### src/scsc_pkg.sv
/*
 * Package: command codes, reset values, fields, states and structs.
 * Assumes a four-channel group driven by one host over a framed serial port.
 */
package scsc_pkg;

   ////////////////////////////////////////////////////////////////////////////
   // Command codes
   localparam logic [7:0] CMD_DEACT  = 8'h00;
   localparam logic [7:0] CMD_SRST   = 8'h02;
   localparam logic [7:0] CMD_HRST   = 8'h04;
   localparam logic [7:0] CMD_NOP    = 8'h06;
   localparam logic [7:0] CMD_ACT    = 8'h0e;
   localparam logic [7:0] CMD_TXTS   = 8'h40;
   localparam logic [7:0] CMD_RXTS   = 8'h42;
   localparam logic [7:0] CMD_CLKS   = 8'h44;
   localparam logic [7:0] CMD_CONF   = 8'h46;
   localparam logic [7:0] CMD_CHEN   = 8'h4a;
   localparam logic [7:0] CMD_RTD    = 8'h4d;
   localparam logic [7:0] CMD_RTDC   = 8'h4f;
   localparam logic [7:0] CMD_IODIR  = 8'h54;
   localparam logic [7:0] CMD_REV    = 8'h73;
   localparam logic [7:0] CMD_XDAT   = 8'hcd;
   localparam logic [7:0] CMD_GK     = 8'he8;

   ////////////////////////////////////////////////////////////////////////////
   // Frame edge counts
   localparam logic [4:0] EDGE_BYTE  = 5'h08;
   localparam logic [4:0] EDGE_RST   = 5'h10;

   // Frame sync pulses after activate before samples are valid
   localparam logic [1:0] FS_VALID_CNT = 2'h2;

   ////////////////////////////////////////////////////////////////////////////
   // Field positions
   localparam int CONF_SIG_BIT   = 5;
   localparam int CLKS_TAB_BIT   = 7;
   localparam int CHEN_EC_LSB    = 0;
   localparam int CHEN_EC_W      = 4;
   localparam int STAT_ACT_BIT   = 7;

   // Reset values
   localparam logic [7:0] RST_CONF   = 8'h9a;
   localparam logic [7:0] RST_CHEN   = 8'h0f;
   localparam logic [6:0] RST_CLKS   = 7'h00;
   localparam logic [7:0] RST_GK     = 8'h00;
   localparam logic [6:0] RST_IODIR  = 7'h00;
   localparam logic       RST_TAB    = 1'b0;

   ////////////////////////////////////////////////////////////////////////////
   // Types
   typedef enum logic [1:0] {
      SEQ_CMD = 2'b00,
      SEQ_WR  = 2'b01,
      SEQ_RD  = 2'b10
   } scsc_seq_t;

   typedef struct packed {
      logic [7:0] tx_slot;
      logic [7:0] rx_slot;
      logic       tab;
      logic [7:0] gk;
      logic [6:0] iodir;
   } scsc_chan_t;

   typedef struct packed {
      logic fs;
      logic rst_n;
      logic sdi;
      logic cs_n;
      logic sclk;
   } scsc_pins_t;

endpackage

### src/scsc_sync.sv
/*
 * Two flip-flop synchroniser for a bundle of pin inputs.
 * Assumes each bit is an independent level from outside the clock domain.
 */
`timescale 1ns/1ps
module scsc_sync #(
   parameter int              W       = 1,
   parameter logic [W-1:0]    RST_VAL = '0
) (
   input  wire logic          clk,
   input  wire logic          resetn,
   input  wire logic [W-1:0]  d,
   output logic      [W-1:0]  q
);

   logic [W-1:0] meta_q;

   initial begin
      if (W < 1) begin
         $error("scsc_sync: width must be at least one");
      end
   end

   // First stage feeds only the second
   always_ff @(posedge clk or negedge resetn) begin
      if (!resetn) begin
         meta_q <= RST_VAL;
         q      <= RST_VAL;
      end else begin
         meta_q <= d;
         q      <= meta_q;
      end
   end

endmodule

### src/scsc_top.sv
/*
 * Serial command decoder and channel state control for one four-channel group.
 * Assumes pin inputs are asynchronous to clk and the serial clock is far slower.
 */
`timescale 1ns/1ps
//
// Summary of operation
// Byte per chip-select frame, MSB first
// Under 8 edges ignore; 16 edges reset
// Data bytes follow command; reads finish first
// Enable bits scope commands; first channel reads
// Code 00h puts enabled channels standby
// Standby keeps programming and serial port
// Standby disables PCM unless signaling selected
// Standby drops analog output enable
// Standby clears channel active flag
// Code 02h resets enabled channels only
// Soft reset keeps slots, highways, globals
// Code 04h resets whole group
// Code 04h ignores channel enables
// Hardware reset loads every default
// Code 0Eh activates enabled channels
// Samples valid after second frame sync
// Even code writes, odd code reads
// 4Dh reads data; 4Fh also clears
// 73h returns revision; CDh transmit sample
// Host sends only defined codes
// Host writes zero to reserved bits
// Global bits act on whole group
// Code 06h does nothing
// Disabled channels ignore channel commands
//
module scsc_top #(
   parameter int         N_CH     = 4,
   parameter logic [7:0] REVISION = 8'h01   // Arbitrary value
) (
   input  wire logic                       clk,
   input  wire logic                       resetn,
   input  wire logic                       serial_data_clock,
   input  wire logic                       chip_select_n,
   input  wire logic                       serial_data_io_i,
   output logic                            serial_data_io_o,
   output logic                            serial_data_io_oe,
   input  wire logic                       group_reset_n,
   input  wire logic                       frame_sync_pulse,
   input  wire logic [7:0]                 rt_data,
   input  wire logic                       rt_event,
   input  wire logic [N_CH-1:0][7:0]       tx_sample,
   output logic                            irq_pending,
   output logic [N_CH-1:0]                 channel_active_flag,
   output logic [N_CH-1:0]                 pcm_rx_enable,
   output logic [N_CH-1:0]                 pcm_tx_oe,
   output logic [N_CH-1:0]                 pcm_tx_valid,
   output logic [N_CH-1:0]                 analog_out_en,
   output logic                            pcm_signaling_select,
   output logic [7:0]                      conf_reg,
   output logic [7:0]                      chen_reg,
   output logic [6:0]                      clk_slot_reg,
   output scsc_pkg::scsc_chan_t [N_CH-1:0] chan_cfg
);

   initial begin
      if (N_CH < 1 || N_CH > scsc_pkg::CHEN_EC_W) begin
         $error("scsc_top: channel count must be 1 to 4");
      end
   end

   ////////////////////////////////////////////////////////////////////////////
   // Pin synchronisation
   scsc_pkg::scsc_pins_t pins_raw;
   scsc_pkg::scsc_pins_t pins_s;

   assign pins_raw = '{fs: frame_sync_pulse, rst_n: group_reset_n, sdi: serial_data_io_i,
                       cs_n: chip_select_n, sclk: serial_data_clock};

   scsc_sync #(
      .W       ($bits(scsc_pkg::scsc_pins_t)),
      .RST_VAL (5'h0e)
   ) u_sync (
      .clk    (clk),
      .resetn (resetn),
      .d      (pins_raw),
      .q      (pins_s)
   );

   logic sclk_p_q;
   logic cs_p_q;
   logic fs_p_q;

   always_ff @(posedge clk or negedge resetn) begin
      if (!resetn) begin
         sclk_p_q <= 1'b0;
         cs_p_q   <= 1'b1;
         fs_p_q   <= 1'b0;
      end else begin
         sclk_p_q <= pins_s.sclk;
         cs_p_q   <= pins_s.cs_n;
         fs_p_q   <= pins_s.fs;
      end
   end

   logic sclk_rise;
   logic cs_fall;
   logic cs_rise;
   logic fs_rise;

   assign sclk_rise = pins_s.sclk & ~sclk_p_q & ~pins_s.cs_n;
   assign cs_fall   = ~pins_s.cs_n & cs_p_q;
   assign cs_rise   = pins_s.cs_n & ~cs_p_q;
   assign fs_rise   = pins_s.fs & ~fs_p_q;

   ////////////////////////////////////////////////////////////////////////////
   // Frame engine
   logic [4:0] edge_cnt_q;
   logic [7:0] shift_in_q;

   always_ff @(posedge clk or negedge resetn) begin
      if (!resetn) begin
         edge_cnt_q <= 5'h00;
         shift_in_q <= 8'h00;
      end else if (cs_fall) begin
         edge_cnt_q <= 5'h00;
      end else if (sclk_rise) begin
         shift_in_q <= {shift_in_q[6:0], pins_s.sdi};
         if (edge_cnt_q < scsc_pkg::EDGE_RST) begin
            edge_cnt_q <= edge_cnt_q + 5'h01;
         end
      end
   end

   logic byte_done;
   logic frame_rst;

   // Only the last eight bits remain in the shifter
   assign byte_done = cs_rise && edge_cnt_q >= scsc_pkg::EDGE_BYTE
                      && edge_cnt_q < scsc_pkg::EDGE_RST;
   assign frame_rst = cs_rise && edge_cnt_q >= scsc_pkg::EDGE_RST;

   ////////////////////////////////////////////////////////////////////////////
   // Command decode
   scsc_pkg::scsc_seq_t seq_q;
   logic [7:0]          cmd_q;
   logic [7:0]          rd_byte_q;
   logic                cmd_strobe;
   logic                data_strobe;
   logic                grp_rst;
   logic [N_CH-1:0]     en;
   logic                any_en;
   logic [N_CH-1:0]     active_q;

   assign cmd_strobe  = byte_done && seq_q == scsc_pkg::SEQ_CMD;
   assign data_strobe = byte_done && seq_q == scsc_pkg::SEQ_WR;
   assign en          = chen_reg[N_CH-1:0];
   assign any_en      = |en;

   // Pin, command and overlong frame share one path
   assign grp_rst = ~pins_s.rst_n | frame_rst
                    | (cmd_strobe && shift_in_q == scsc_pkg::CMD_HRST);

   logic [7:0] rd_mux;
   logic       is_write;
   logic       is_read;
   int         first;

   always_comb begin
      first = 0;
      for (int i = N_CH - 1; i >= 0; i--) begin
         if (en[i]) begin
            first = i;
         end
      end
   end

   always_comb begin
      is_write = 1'b0;
      is_read  = 1'b1;
      rd_mux   = 8'h00;
      case (shift_in_q)
         scsc_pkg::CMD_TXTS, scsc_pkg::CMD_RXTS, scsc_pkg::CMD_CLKS,
         scsc_pkg::CMD_CONF, scsc_pkg::CMD_CHEN, scsc_pkg::CMD_IODIR,
         scsc_pkg::CMD_GK: begin
            is_write = 1'b1;
            is_read  = 1'b0;
         end
         scsc_pkg::CMD_TXTS | 8'h01: begin
            rd_mux = chan_cfg[first].tx_slot;
         end
         scsc_pkg::CMD_RXTS | 8'h01: begin
            rd_mux = chan_cfg[first].rx_slot;
         end
         scsc_pkg::CMD_CLKS | 8'h01: begin
            rd_mux = {chan_cfg[first].tab, clk_slot_reg};
         end
         scsc_pkg::CMD_CONF | 8'h01: begin
            rd_mux = conf_reg;
         end
         scsc_pkg::CMD_CHEN | 8'h01: begin
            rd_mux = chen_reg;
         end
         scsc_pkg::CMD_RTD, scsc_pkg::CMD_RTDC: begin
            rd_mux = rt_data;
         end
         scsc_pkg::CMD_IODIR | 8'h01: begin
            rd_mux = {active_q[first], chan_cfg[first].iodir};
         end
         scsc_pkg::CMD_REV: begin
            rd_mux = REVISION;
         end
         scsc_pkg::CMD_XDAT: begin
            rd_mux = tx_sample[first];
         end
         scsc_pkg::CMD_GK | 8'h01: begin
            rd_mux = chan_cfg[first].gk;
         end
         default: begin
            is_read = 1'b0;
         end
      endcase
   end

   ////////////////////////////////////////////////////////////////////////////
   // Sequencer
   always_ff @(posedge clk or negedge resetn) begin
      if (!resetn) begin
         seq_q     <= scsc_pkg::SEQ_CMD;
         cmd_q     <= 8'h00;
         rd_byte_q <= 8'h00;
      end else if (grp_rst) begin
         seq_q     <= scsc_pkg::SEQ_CMD;
         cmd_q     <= 8'h00;
      end else begin
         case (seq_q)
            scsc_pkg::SEQ_CMD: begin
               if (cmd_strobe) begin
                  cmd_q <= shift_in_q;
                  if (is_write) begin
                     seq_q <= scsc_pkg::SEQ_WR;
                  end else if (is_read) begin
                     seq_q     <= scsc_pkg::SEQ_RD;
                     rd_byte_q <= rd_mux;
                  end
               end
            end
            scsc_pkg::SEQ_WR: begin
               if (data_strobe) begin
                  seq_q <= scsc_pkg::SEQ_CMD;
               end
            end
            scsc_pkg::SEQ_RD: begin
               // No command taken until the byte has gone out
               if (byte_done) begin
                  seq_q <= scsc_pkg::SEQ_CMD;
               end
            end
            default: begin
               seq_q <= scsc_pkg::SEQ_CMD;
            end
         endcase
      end
   end

   ////////////////////////////////////////////////////////////////////////////
   // Read shifter; reloaded on each frame so a short frame can retry
   logic [7:0] out_q;

   always_ff @(posedge clk or negedge resetn) begin
      if (!resetn) begin
         out_q             <= 8'h00;
         serial_data_io_oe <= 1'b0;
      end else begin
         serial_data_io_oe <= seq_q == scsc_pkg::SEQ_RD && !pins_s.cs_n && !grp_rst;
         if (seq_q != scsc_pkg::SEQ_RD || cs_fall) begin
            out_q <= seq_q == scsc_pkg::SEQ_RD ? rd_byte_q : 8'h00;
         end else if (sclk_rise) begin
            out_q <= {out_q[6:0], 1'b0};
         end
      end
   end

   assign serial_data_io_o = out_q[7];

   ////////////////////////////////////////////////////////////////////////////
   // Global registers
   always_ff @(posedge clk or negedge resetn) begin
      if (!resetn) begin
         conf_reg     <= scsc_pkg::RST_CONF;
         chen_reg     <= scsc_pkg::RST_CHEN;
         clk_slot_reg <= scsc_pkg::RST_CLKS;
      end else if (grp_rst) begin
         conf_reg     <= scsc_pkg::RST_CONF;
         chen_reg     <= scsc_pkg::RST_CHEN;
         clk_slot_reg <= scsc_pkg::RST_CLKS;
      end else if (data_strobe) begin
         case (cmd_q)
            scsc_pkg::CMD_CONF: begin
               conf_reg <= shift_in_q;
            end
            scsc_pkg::CMD_CHEN: begin
               chen_reg <= shift_in_q;
            end
            scsc_pkg::CMD_CLKS: begin
               if (any_en) begin
                  clk_slot_reg <= shift_in_q[6:0];
               end
            end
            default: begin
               chen_reg <= chen_reg;
            end
         endcase
      end
   end

   always_ff @(posedge clk or negedge resetn) begin
      if (!resetn) begin
         pcm_signaling_select <= 1'b0;
      end else begin
         pcm_signaling_select <= conf_reg[scsc_pkg::CONF_SIG_BIT];
      end
   end

   // Real-time data interrupt; a new event beats a clear
   always_ff @(posedge clk or negedge resetn) begin
      if (!resetn) begin
         irq_pending <= 1'b0;
      end else if (grp_rst) begin
         irq_pending <= 1'b0;
      end else if (rt_event) begin
         irq_pending <= 1'b1;
      end else if (cmd_strobe && shift_in_q == scsc_pkg::CMD_RTDC) begin
         irq_pending <= 1'b0;
      end
   end

   ////////////////////////////////////////////////////////////////////////////
   // Per-channel state
   for (genvar i = 0; i < N_CH; i++) begin : g_ch
      logic       srst;
      logic       act_cmd;
      logic       deact_cmd;
      logic [1:0] fs_cnt_q;
      logic       valid_q;

      assign srst      = cmd_strobe && shift_in_q == scsc_pkg::CMD_SRST && en[i];
      assign act_cmd   = cmd_strobe && shift_in_q == scsc_pkg::CMD_ACT && en[i];
      assign deact_cmd = cmd_strobe && shift_in_q == scsc_pkg::CMD_DEACT && en[i];

      // Soft reset leaves this state alone
      always_ff @(posedge clk or negedge resetn) begin
         if (!resetn) begin
            chan_cfg[i].tx_slot <= 8'(i);
            chan_cfg[i].rx_slot <= 8'(i);
            chan_cfg[i].tab     <= scsc_pkg::RST_TAB;
            chan_cfg[i].gk      <= scsc_pkg::RST_GK;
         end else if (grp_rst) begin
            chan_cfg[i].tx_slot <= 8'(i);
            chan_cfg[i].rx_slot <= 8'(i);
            chan_cfg[i].tab     <= scsc_pkg::RST_TAB;
            chan_cfg[i].gk      <= scsc_pkg::RST_GK;
         end else if (data_strobe && en[i]) begin
            case (cmd_q)
               scsc_pkg::CMD_TXTS: chan_cfg[i].tx_slot <= shift_in_q;
               scsc_pkg::CMD_RXTS: chan_cfg[i].rx_slot <= shift_in_q;
               scsc_pkg::CMD_CLKS: chan_cfg[i].tab     <= shift_in_q[scsc_pkg::CLKS_TAB_BIT];
               scsc_pkg::CMD_GK:   chan_cfg[i].gk      <= shift_in_q;
               default: chan_cfg[i].gk <= chan_cfg[i].gk;
            endcase
         end
      end

      always_ff @(posedge clk or negedge resetn) begin
         if (!resetn) begin
            chan_cfg[i].iodir <= scsc_pkg::RST_IODIR;
         end else if (grp_rst || srst) begin
            chan_cfg[i].iodir <= scsc_pkg::RST_IODIR;
         end else if (data_strobe && en[i] && cmd_q == scsc_pkg::CMD_IODIR) begin
            chan_cfg[i].iodir <= shift_in_q[6:0];
         end
      end

      // Activation and frame sync counting
      always_ff @(posedge clk or negedge resetn) begin
         if (!resetn) begin
            active_q[i] <= 1'b0;
            fs_cnt_q    <= 2'h0;
            valid_q     <= 1'b0;
         end else if (grp_rst || srst || deact_cmd) begin
            active_q[i] <= 1'b0;
            fs_cnt_q    <= 2'h0;
            valid_q     <= 1'b0;
         end else if (act_cmd) begin
            active_q[i] <= 1'b1;
            fs_cnt_q    <= 2'h0;
            valid_q     <= 1'b0;
         end else if (active_q[i] && fs_rise && fs_cnt_q < scsc_pkg::FS_VALID_CNT) begin
            fs_cnt_q <= fs_cnt_q + 2'h1;
            valid_q  <= fs_cnt_q == scsc_pkg::FS_VALID_CNT - 2'h1;
         end
      end

      // Pin controls lag state by one cycle to come from flops
      always_ff @(posedge clk or negedge resetn) begin
         if (!resetn) begin
            pcm_rx_enable[i] <= 1'b0;
            pcm_tx_oe[i]     <= 1'b0;
            pcm_tx_valid[i]  <= 1'b0;
            analog_out_en[i] <= 1'b0;
         end else begin
            pcm_rx_enable[i] <= active_q[i] | pcm_signaling_select;
            pcm_tx_oe[i]     <= active_q[i] | pcm_signaling_select;
            pcm_tx_valid[i]  <= active_q[i] & valid_q;
            analog_out_en[i] <= active_q[i];
         end
      end
   end

   assign channel_active_flag = active_q;

endmodule

### config.mk
export PLATFORM = sky130hd
export DESIGN_NAME = scsc_top
export DESIGN_NICKNAME = d
export VERILOG_FILES = /design/src/scsc_pkg.sv /design/src/scsc_sync.sv /design/src/scsc_top.sv
export SDC_FILE = /design/constraint.sdc
export NUM_CORES = 1
export LEC_CHECK = 0
export BUFFER_PORTS_ARGS = -buffer_cell sky130_fd_sc_hd__buf_2
export CAP_MARGIN = 20
export CORE_UTILIZATION = 60
export DETAILED_ROUTE_END_ITERATION = 12
export PLACE_DENSITY_LB_ADDON = 0.15
export REMOVE_ABC_BUFFERS = 1
export SLEW_MARGIN = 20
export SYNTH_ARGS = -nofsm -noshare
export SYNTH_HDL_FRONTEND = slang
export SYNTH_SLANG_ARGS = --single-unit
### constraint.sdc
create_clock -name clk -period 5.3 [get_ports clk]
set_input_delay 0.53 -clock clk [delete_from_list [all_inputs] [get_ports clk]]
set_output_delay 0.53 -clock clk [all_outputs]
set_load 0.1 [all_outputs]
== Word level (Yosys, flattened, before mapping) ==
Cells that the tools add are included.

* Register bits: 234
* Input port bits: 48
* Output and inout bits: 175
* Logic and storage cells: 344

* Equality and inequality tests: 39
* Add/sub/neg operators: 5
* Mux-type cells: 97
* Bitwise logic cells: 23
* Reductions and logical operators: 111
* $lt $le $gt $ge: 8

{| class="wikitable"
|+ Operators with widths
! kind !! number
|-
| $mux 25 || 8
|-
| $eq 8x7->1 const B || 21
|-
| $mux 32 || 5
|-
| $mux 8 || 17
|-
| $mux 7 || 12
|-
| $pmux 8 s10 || 1
|-
| $bmux 32 s2 || 1
|-
| $reduce_bool 2->1 || 25
|-
| $reduce_and 2->1 || 21
|-
| $logic_and 1x1->1 || 40
|-
| $mux 2 || 19
|-
| $eq 8x8->1 const B || 4
|-
| $lt 32x4->1 const B || 1
|-
| $mux 1 || 28
|-
| $bmux 8 s2 || 1
|-
| $mux 5 || 3
|-
| $reduce_bool 3->1 || 5
|-
| $reduce_or 11->1 || 1
|-
| $eq 2x1->1 const B || 5
|-
| $and 1x1->1 || 9
|-
| $logic_or 1x1->1 || 9
|-
| $ne 3x3->1 const B || 3
|-
| $add 2x1->2 const B || 4
|-
| $eq 8x2->1 const B || 1
|-
| 23 further kinds || 39
|}

== Depth between registers and ports, before layout ==
Gate-level depths: netlist of run 1.

* Depth after elaboration: 10
* Mapped depth: 10
* Mapped depth without buffers: 6

== By module ==
A second synthesis of run 1 with hierarchy kept.

* Cell total of the unflattened synthesis: 1,071
* Area, all modules: 11,328.4 µm²

{| class="wikitable"
|+ Modules (own cells, without submodules)
! module !! area an instance (µm²) !! sequential area each (µm²) !! times used !! cells each
|-
| scsc_top || 11,070.6 || 5,626.6 || 1 || 1,061
|-
| scsc_sync || 257.7 || 257.7 || 1 || 10
|}

== Worst setup path after synthesis of run 1 ==
OpenSTA, ideal clock, no wires.

* Path kind: flip-flop to flip-flop
* From: reg chen_reg[3]
* To: reg rd_byte_q[0]
* Path buffers: 3
* Required time: 5.175 ns
* Stages on the path, launching flop included: 10
* Setup slack: 2.416 ns
* Data arrival time: 2.759 ns
* Period minus slack after synthesis: 2.884 ns
* Setup time: 0.125 ns
* Path through: dfstp_2 -> buf_2 -> nor3_1 -> or2_2 -> clkbuf_1 -> buf_2 -> a22oi_1 -> o22ai_1 -> or4_1 -> mux2_2

* Cells in the longest elaborated chain, start to end: 8
* Elaborated cells between the ends (all ways): 11
* Those cells by class: 11 x mux

{| class="wikitable"
|+ RTL lines
! item !! line !! text
|-
| start: declaration || scsc_top.sv:57 || <nowiki>output logic [7:0] chen_reg,</nowiki>
|-
| start signal: assignment || scsc_top.sv:287 || <nowiki>chen_reg <= scsc_pkg::RST_CHEN;</nowiki>
|-
| start signal: assignment || scsc_top.sv:291 || <nowiki>chen_reg <= scsc_pkg::RST_CHEN;</nowiki>
|-
| start signal: assignment || scsc_top.sv:299 || <nowiki>chen_reg <= shift_in_q;</nowiki>
|-
| $mux 2 * || scsc_top.sv:168 || <nowiki>if (en[i]) begin</nowiki>
|-
| $mux 32 * (3 in a row) || scsc_top.sv:168 ||
|-
| $bmux 32 s2 / $bmux 8 s2 (equally long branches) || -- ||
|-
| $mux 32 (implied by the code) / $mux 8 (equally long branches) (2 in a row) || scsc_top.sv:213, scsc_top.sv:210 ||
|-
| $pmux 8 s10 * || scsc_top.sv:178 || <nowiki>case (shift_in_q)</nowiki>
|-
| end signal: assignment || scsc_top.sv:240 || <nowiki>rd_byte_q <= rd_mux;</nowiki>
|-
| end: declaration || scsc_top.sv:143 || <nowiki>logic [7:0] rd_byte_q;</nowiki>
|}

Every way passes the cells marked *; elsewhere a longest branch is shown, timed or not. The select of a mux whose other input is x is not followed.
A chain may end at the register's enable or synchronous reset.

== Worst setup path in the final report of run 1 ==
* From: reg chen_reg[2]
* To: reg rd_byte_q[0]

* Cells in the longest elaborated chain, start to end: 7
* Elaborated cells between the ends (all ways): 10
* Those cells by class: 10 x mux

{| class="wikitable"
|+ RTL lines
! item !! line
|-
| $mux 32 * (3 in a row) || scsc_top.sv:168
|-
| $bmux 32 s2 / $bmux 8 s2 (equally long branches) || --
|-
| $mux 32 (implied by the code) / $mux 8 (equally long branches) (2 in a row) || scsc_top.sv:213, scsc_top.sv:210
|-
| $pmux 8 s10 * || scsc_top.sv:178
|}

Marked as above.

==> results.toml, run 1 <==
[run_status]
status = "complete, but fails checks"
violations = "design-rule violations"

[grt]
antenna_found_initial = 0
grt_pass1_vias = 9187
grt_pass1_wl_um = 54160
gr-total-overflow = 0
grtUsageTotal_pct = 36.51
grt_start_max_net_pins = 128

[clock_tree]
tritoncts = "done"
clock_path_buffers = 3
cts_resized = 0
clock_latency_ns = 0.52
clock_sinks = 234
post-cts-setup-buffers = 0
cts_hold_buffers = 0
cts-htree-levels = 1
clkSlewWorstSetupHoldPaths_ns = 0.06
cts-root-buf = "clkbuf_16"
cts_buffers = 25

[power]
clockPowerShare_pct = 34.7
p_switching_uw = 1833
internal-power_uw = 3206
seq_power_share_pct = 40.9
ir_drop_uv = 446.8
sw_frac_of_total_pct = 36.38
pwr-share-comb_pct = 24.5
p_per_area_nw_per_um2 = 379.6
p_leak_uw = 0.006500

[layout]
nets = 1239
largest_reg_flops = 128
area_delta_synth_final_pct = 17.63
layout.cells.non_filler = 1432
top_register = "chan_cfg"
nFillCells = 1314
post-route-util_pct = 72.91
diodes = 0
layout-drive-gt1-share_pct = 35.25

[yosys]
synth.area.mux_share_pct = 12.69
yosysWarnings = 0
synth_cell_types = 71
synth_adder_area_share_pct = 0.6652
postSynthAreaPerCell_sq_um = 11.24
synth_top_family_by_area = "compound AO/OA/AOI/OAI gates"
syn-instance-count = 1004
yosys.area_share.simple_pct = 11.59
synth-edff-count = 0
synth-seq-cells = 234
synth-xor-area-share_pct = 0.5432
ys.flop_type = "dfrtp_1"
ys_seq_area_share_pct = 52.14
async_flop_share_pct = 100.0
synth_compound_area_share_pct = 18.25
synth_area_sq_um = 11290

[die]
die_h_um = 139.2
die_area_sq_um = 19360
rows = 49
die_x_um = 139.2
initial_core_util_pct = 61.98
pin_count = 223
fp.coreArea_sq_um = 18210

[detailed_routing]
first_pass_iters = 10
vias = 9441
wl_per_cell_um = 24.45
finalWirelength_um = 35020
drt-initial-drc-count = 994
vias_per_cell = 6.593
ant_nets = 0
drc = 10

[worst_setup_path]
critical_path.top_delay_family = "flip-flops"
crit_fanout = 44
path_buf_inv = 1
path_cells = "inv_1 -> o22ai_1 -> o21ai_0 -> o221a_2 -> or4_1 -> mux2_2"
endpoint_kind = "flip-flop"
critical-path-max-stage-delay_ns = 1.18
arrival_ns = 3.84
critPathKind = "reg -> reg"
worstSetupStartpointType = "flip-flop"
cp.required_ns = 5.70
slowest_stage = "dfstp_2"

[sta]
finClkSkew_ns = 0.01869
maxSlewHeadroom_pct = 19.70
tightest_slew_ns = 1.196
setup_viol = 0
fmax_mhz = 290.5
final_hold_viol_count = 0
rsz0062_at_grt = "false"
fin_tns_setup_ns = 0
min_period_over_period_pct = 64.95
maxSlewViolCount = 0
period_needed_ns = 3.443

[placed_design]
place_inst = 1387
post-dp-hpwl_um = 23880
numPortBuffers = 222
routabilityCongestion = 0.9473

[flow_run]
max_cap_viol_count = 0

[hold_path]
hp-class = "in -> async"
==> cell type report <==
type	count	area [sq um]	area share (%)
Clock inverter	5	81.33	0.6126
Multi-Input combinational cell	659	4969	37.43
Timing Repair Buffer	230	1181	8.897
Sequential cell	234	5884	44.33
Inverter	35	131.4	0.9896
Tap cell	229	286.5	2.158
Clock buffer	40	742.0	5.589
==> synth_stat cells, drive strengths merged (6+ instances only) <==
cell type | number | area [sq um]
a211oi | 9 | 67.56
a21o | 11 | 82.58
a21oi | 43 | 305.3
a221o | 22 | 220.2
a22o | 44 | 385.4
a22oi | 27 | 202.7
a311oi | 11 | 102.6
and2 | 17 | 106.4
buf | 31 | 165.2
clkbuf | 45 | 168.9
dfrtp | 211 | 5280
dfstp | 23 | 604.3
ha | 6 | 75.07
inv | 35 | 131.4
mux2 | 97 | 1092
mux2i | 34 | 340.3
nand2 | 74 | 277.8
nand2b | 9 | 56.30
nand3 | 19 | 95.09
nor2 | 68 | 257.8
nor2b | 8 | 50.05
nor3 | 9 | 50.05
nor3b | 6 | 50.05
o21ai | 35 | 186.4
o221ai | 6 | 52.55
o22ai | 25 | 156.4
or2 | 7 | 43.79
==> path summary, 6_finish.rpt <==
kind | from | end | slack, ns | depth (start not counted)
max in group asynchronous | resetn | chan_cfg[85]$_DFFE_PN0P_ | 3.88 | 2
min reg2reg | u_sync.meta_q[4]$_DFF_PN0_ | u_sync.q[4]$_DFF_PN0_ | 0.35 | 0
max reg2reg | chen_reg[2]$_DFFE_PN1P_ | rd_byte_q[0]$_DFFE_PN0P_ | 1.86 | 6
max | chen_reg[2]$_DFFE_PN1P_ | rd_byte_q[0]$_DFFE_PN0P_ | 1.86 | 6
min | resetn | pcm_tx_valid[1]$_DFF_PN0_ | 0.11 | 1
min in group clk | serial_data_io_i | u_sync.meta_q[2]$_DFF_PN1_ | 0.11 | 1
==> power groups by stage <==
| stage | clock network, uW | logic (uW) | registers, uW |
|---|---|---|---|
| after floorplan | 0 | 286 | 2700 |
| after global placement | 0 | 1210 | 2080 |
| after detailed placement | 0 | 1220 | 2080 |
| after CTS | 1760 | 1230 | 2050 |
| after global routing | 1830 | 1270 | 2070 |
| final | 1750 | 1230 | 2060 |
==> stage by stage <==
step                worst slack, ns  area (sq um)  total power (uW)  hold WS [ns]
global placement              2.096         12430              3292        0.3383
finish                        1.857         13280              5039        0.1088
detailed placement            1.995         12430              3301        0.3403
CTS                           1.986         13250              5040        0.1029
global route                  1.712         13280              5175        0.1048
floorplan                     2.103         10950              2990        0.2344
==> metal layers <==
layer	track usage (%)	share of wire (%)	vias up	routed length, um
met2	56.01	45	609	15800
met1	50.17	40	4651	13930
met4	19.12	5.6	0	1970
met5	0	0	-	0
met3	6.215	9.5	135	3322
li1	-	-	4046	-
==> logic make-up after synthesis <==
family / Yosys count
compound gates: 263
xor+xnor: 7
fa+ha+maj: 6
buf+inv: 111
flops: 234
mux: 131
simple gates: 252
==> cells in the final DEF, fill, tap and decap left out, types with 4 or more instances in the layout <==
cell type,count
buf_2,221
dfrtp_1,211
mux2_2,97
nand2_1,74
nor2_1,67
a22o_1,44
inv_1,35
a21oi_1,35
mux2i_1,34
o21ai_0,34
a22oi_1,27
o22ai_1,25
clkbuf_16,25
dfstp_2,23
a221o_1,22
nand3_1,19
and2_1,16
a21o_1,11
nand2b_1,9
a311oi_1,9
a211oi_1,9
clkbuf_1,9
nor3_1,8
a21oi_4,8
buf_4,8
or2_2,7
nor2b_1,7
o221ai_1,6
ha_1,6
clkbuf_8,6
nor3b_1,5
nand3b_1,5
xnor2_1,5
or3_1,4
o211ai_1,4
or4_1,4
o2111ai_1,4
Note: power is estimated with default switching activity, not from simulation.
==> run 2: changes to the inputs <==
--- a/config.mk
+++ b/config.mk
@@ -7,7 +7,7 @@
 export LEC_CHECK = 0
 export BUFFER_PORTS_ARGS = -buffer_cell sky130_fd_sc_hd__buf_2
 export CAP_MARGIN = 20
-export CORE_UTILIZATION = 60
+export CORE_UTILIZATION = 56
 export DETAILED_ROUTE_END_ITERATION = 12
 export PLACE_DENSITY_LB_ADDON = 0.15
 export REMOVE_ABC_BUFFERS = 1
==> constraint.sdc (replaced) <==
create_clock -name clk -period 3.4 [get_ports clk]
set_input_delay 0.34 -clock clk [delete_from_list [all_inputs] [get_ports clk]]
set_output_delay 0.34 -clock clk [all_outputs]
set_load 0.1 [all_outputs]
==> run 2 against run 1 <==
Effect of this change: power increased by 58%; highest routed layer is now met5; clock skew grew 0.0017 ns; the flow now finishes without violations; die area grew 7.0%; final cell count grew 4.5%; non-clock buffer count grew 29; combinational power grew 59%.
==> results.toml, run 2 (synthesis results as in run 1) <==
[power]
clockPowerShare_pct = 35.2
pwr-share-comb_pct = 24.6
seq_power_share_pct = 40.2
p_total_uw = 7953
p_switching_uw = 2888
p_leak_uw = 0.006645
ir_drop_uv = 686.8
internal-power_uw = 5065
p_per_area_nw_per_um2 = 585.0
sw_frac_of_total_pct = 36.31

[clock_tree]
clkSlewWorstSetupHoldPaths_ns = 0.06
clock_path_buffers = 3
cts_resized = 0
tritoncts = "done"
cts-htree-levels = 1
post-cts-setup-buffers = 0
clock_latency_ns = 0.53
clock_sinks = 234
cts_buffers = 25
cts-root-buf = "clkbuf_16"

[run_status]
status = "completed"

[worst_setup_path]
arrival_ns = 3.53
crit_fanout = 8
endpoint_kind = "flip-flop"
critPathKind = "reg -> reg"
worstSetupStartpointType = "flip-flop"
cp.required_ns = 3.80

[layout]
nets = 1268
largest_reg_flops = 128
regArea_sq_um = 5884
final_common_cell = "buf_2"
mostFrequentLayoutCells = "221 x buf_2, 211 x dfrtp_1, 97 x mux2_2"
diodes = 0
layout-drive-gt1-share_pct = 36.53
final_area_sq_um = 13600
top_register = "chan_cfg"
area_delta_synth_final_pct = 20.47
multiInputGateArea_sq_um = 4964
nFillCells = 1506

[sta]
fmax_mhz = 319.2
maxSlewHeadroom_pct = 23.85
setup_viol = 0
holdWs_ns = 0.04582
finClkSkew_ns = 0.02044
fin_tns_setup_ns = 0
min_period_over_period_pct = 92.15
maxSlewViolCount = 0
final_hold_viol_count = 0
layout_setup_ws_ns = 0.2669
rsz0062_at_grt = "false"
tightest_slew_ns = 1.142
period_needed_ns = 3.133

[grt]
gr-total-overflow = 0
grt_pass1_vias = 9029
grt_pass1_wl_um = 53590
grtUsageTotal_pct = 35.07
antenna_found_initial = 0
grt_start_max_net_pins = 91

[placed_design]
placed_cell_area_sq_um = 12670
routabilityCongestion = 0.9960
post-dp-hpwl_um = 24770
numPortBuffers = 222
dp_worst_setup_slack_ns = 0.4907

[die]
rows = 51
die_x_um = 144.0
fp.coreArea_sq_um = 19590
initial_core_util_pct = 57.61
pin_count = 223
die_area_sq_um = 20720
die_h_um = 144.0

[detailed_routing]
finalWirelength_um = 35900
drt-initial-drc-count = 1019
first_pass_iters = 5
ant_nets = 0
wl_per_cell_um = 23.98
vias_per_cell = 6.374
drc = 0
vias = 9542

[flow_run]
max_cap_viol_count = 0

[hold_path]
hp-class = "in -> reg"
run 2: path summary, 6_finish.rpt:
kind,startpoint,end,slack (ns),depth (start not counted)
worst min register to register,u_sync.meta_q[4]$_DFF_PN0_,u_sync.q[4]$_DFF_PN0_,0.35,0
max in group asynchronous,resetn,chan_cfg[121]$_DFFE_PN1P_,2.10,3
min in group asynchronous,resetn,pcm_tx_valid[3]$_DFF_PN0_,0.37,2
worst max register to register,cmd_q[6]$_DFFE_PN0P_,chan_cfg[116]$_DFFE_PN0P_,0.27,6
worst max-delay path,cmd_q[6]$_DFFE_PN0P_,chan_cfg[116]$_DFFE_PN0P_,0.27,6
worst min-delay path,rt_event,irq_pending$_DFFE_PN0P_,0.05,3
run 2: metrics by stage:
step	std cells	utilization, %
5_1_grt	1497	69.40
3_3_place_gp	1446	64.69
6_report	1497	69.40
3_5_place_dp	1446	64.69
2_1_floorplan	928	-
4_1_cts	1497	69.31
run 2: cell type report:
class | count | share of cell area, %
Inverter | 35 | 0.9663
Sequential cell | 234 | 43.28
Clock buffer | 36 | 5.273
Clock inverter | 9 | 0.9479
Tap cell | 265 | 2.439
Multi-Input combinational cell | 659 | 36.51
Timing Repair Buffer | 259 | 10.58
run 2: worst max-delay path, cell delays in order, from the launching register on:
cell and delay, ns:
dfrtp_1 0.49, nor3b_2 0.59, nand4bb_4 0.22, nor4b_1 0.59, and2_1 0.34, a21o_1 0.40, mux2_2 0.38
run 2: layer usage:
layer	vias up	GRT usage [%]	wire, um
met4	3	17.92	1927
li1	4102	-	-
met5	-	2.256	63
met3	140	7.031	3344
met1	4740	48.22	14350
met2	557	52.43	16220
run 2: power groups by stage:
stage | Clock (uW) | Sequential [uW] | Combinational (uW)
5_1_grt | 2940 | 3210 | 2020
3_5_place_dp | 0 | 3230 | 1930
6_report | 2800 | 3200 | 1950
2_1_floorplan | 0 | 4220 | 445
3_3_place_gp | 0 | 3230 | 1920
4_1_cts | 2820 | 3190 | 1940
run 2: repair_timing:
action | in CTS | in global routing
hold buffers | 6 | 0
hold endpoints to repair | 78 | 0
endpoints found under the setup margin | 0 | 0
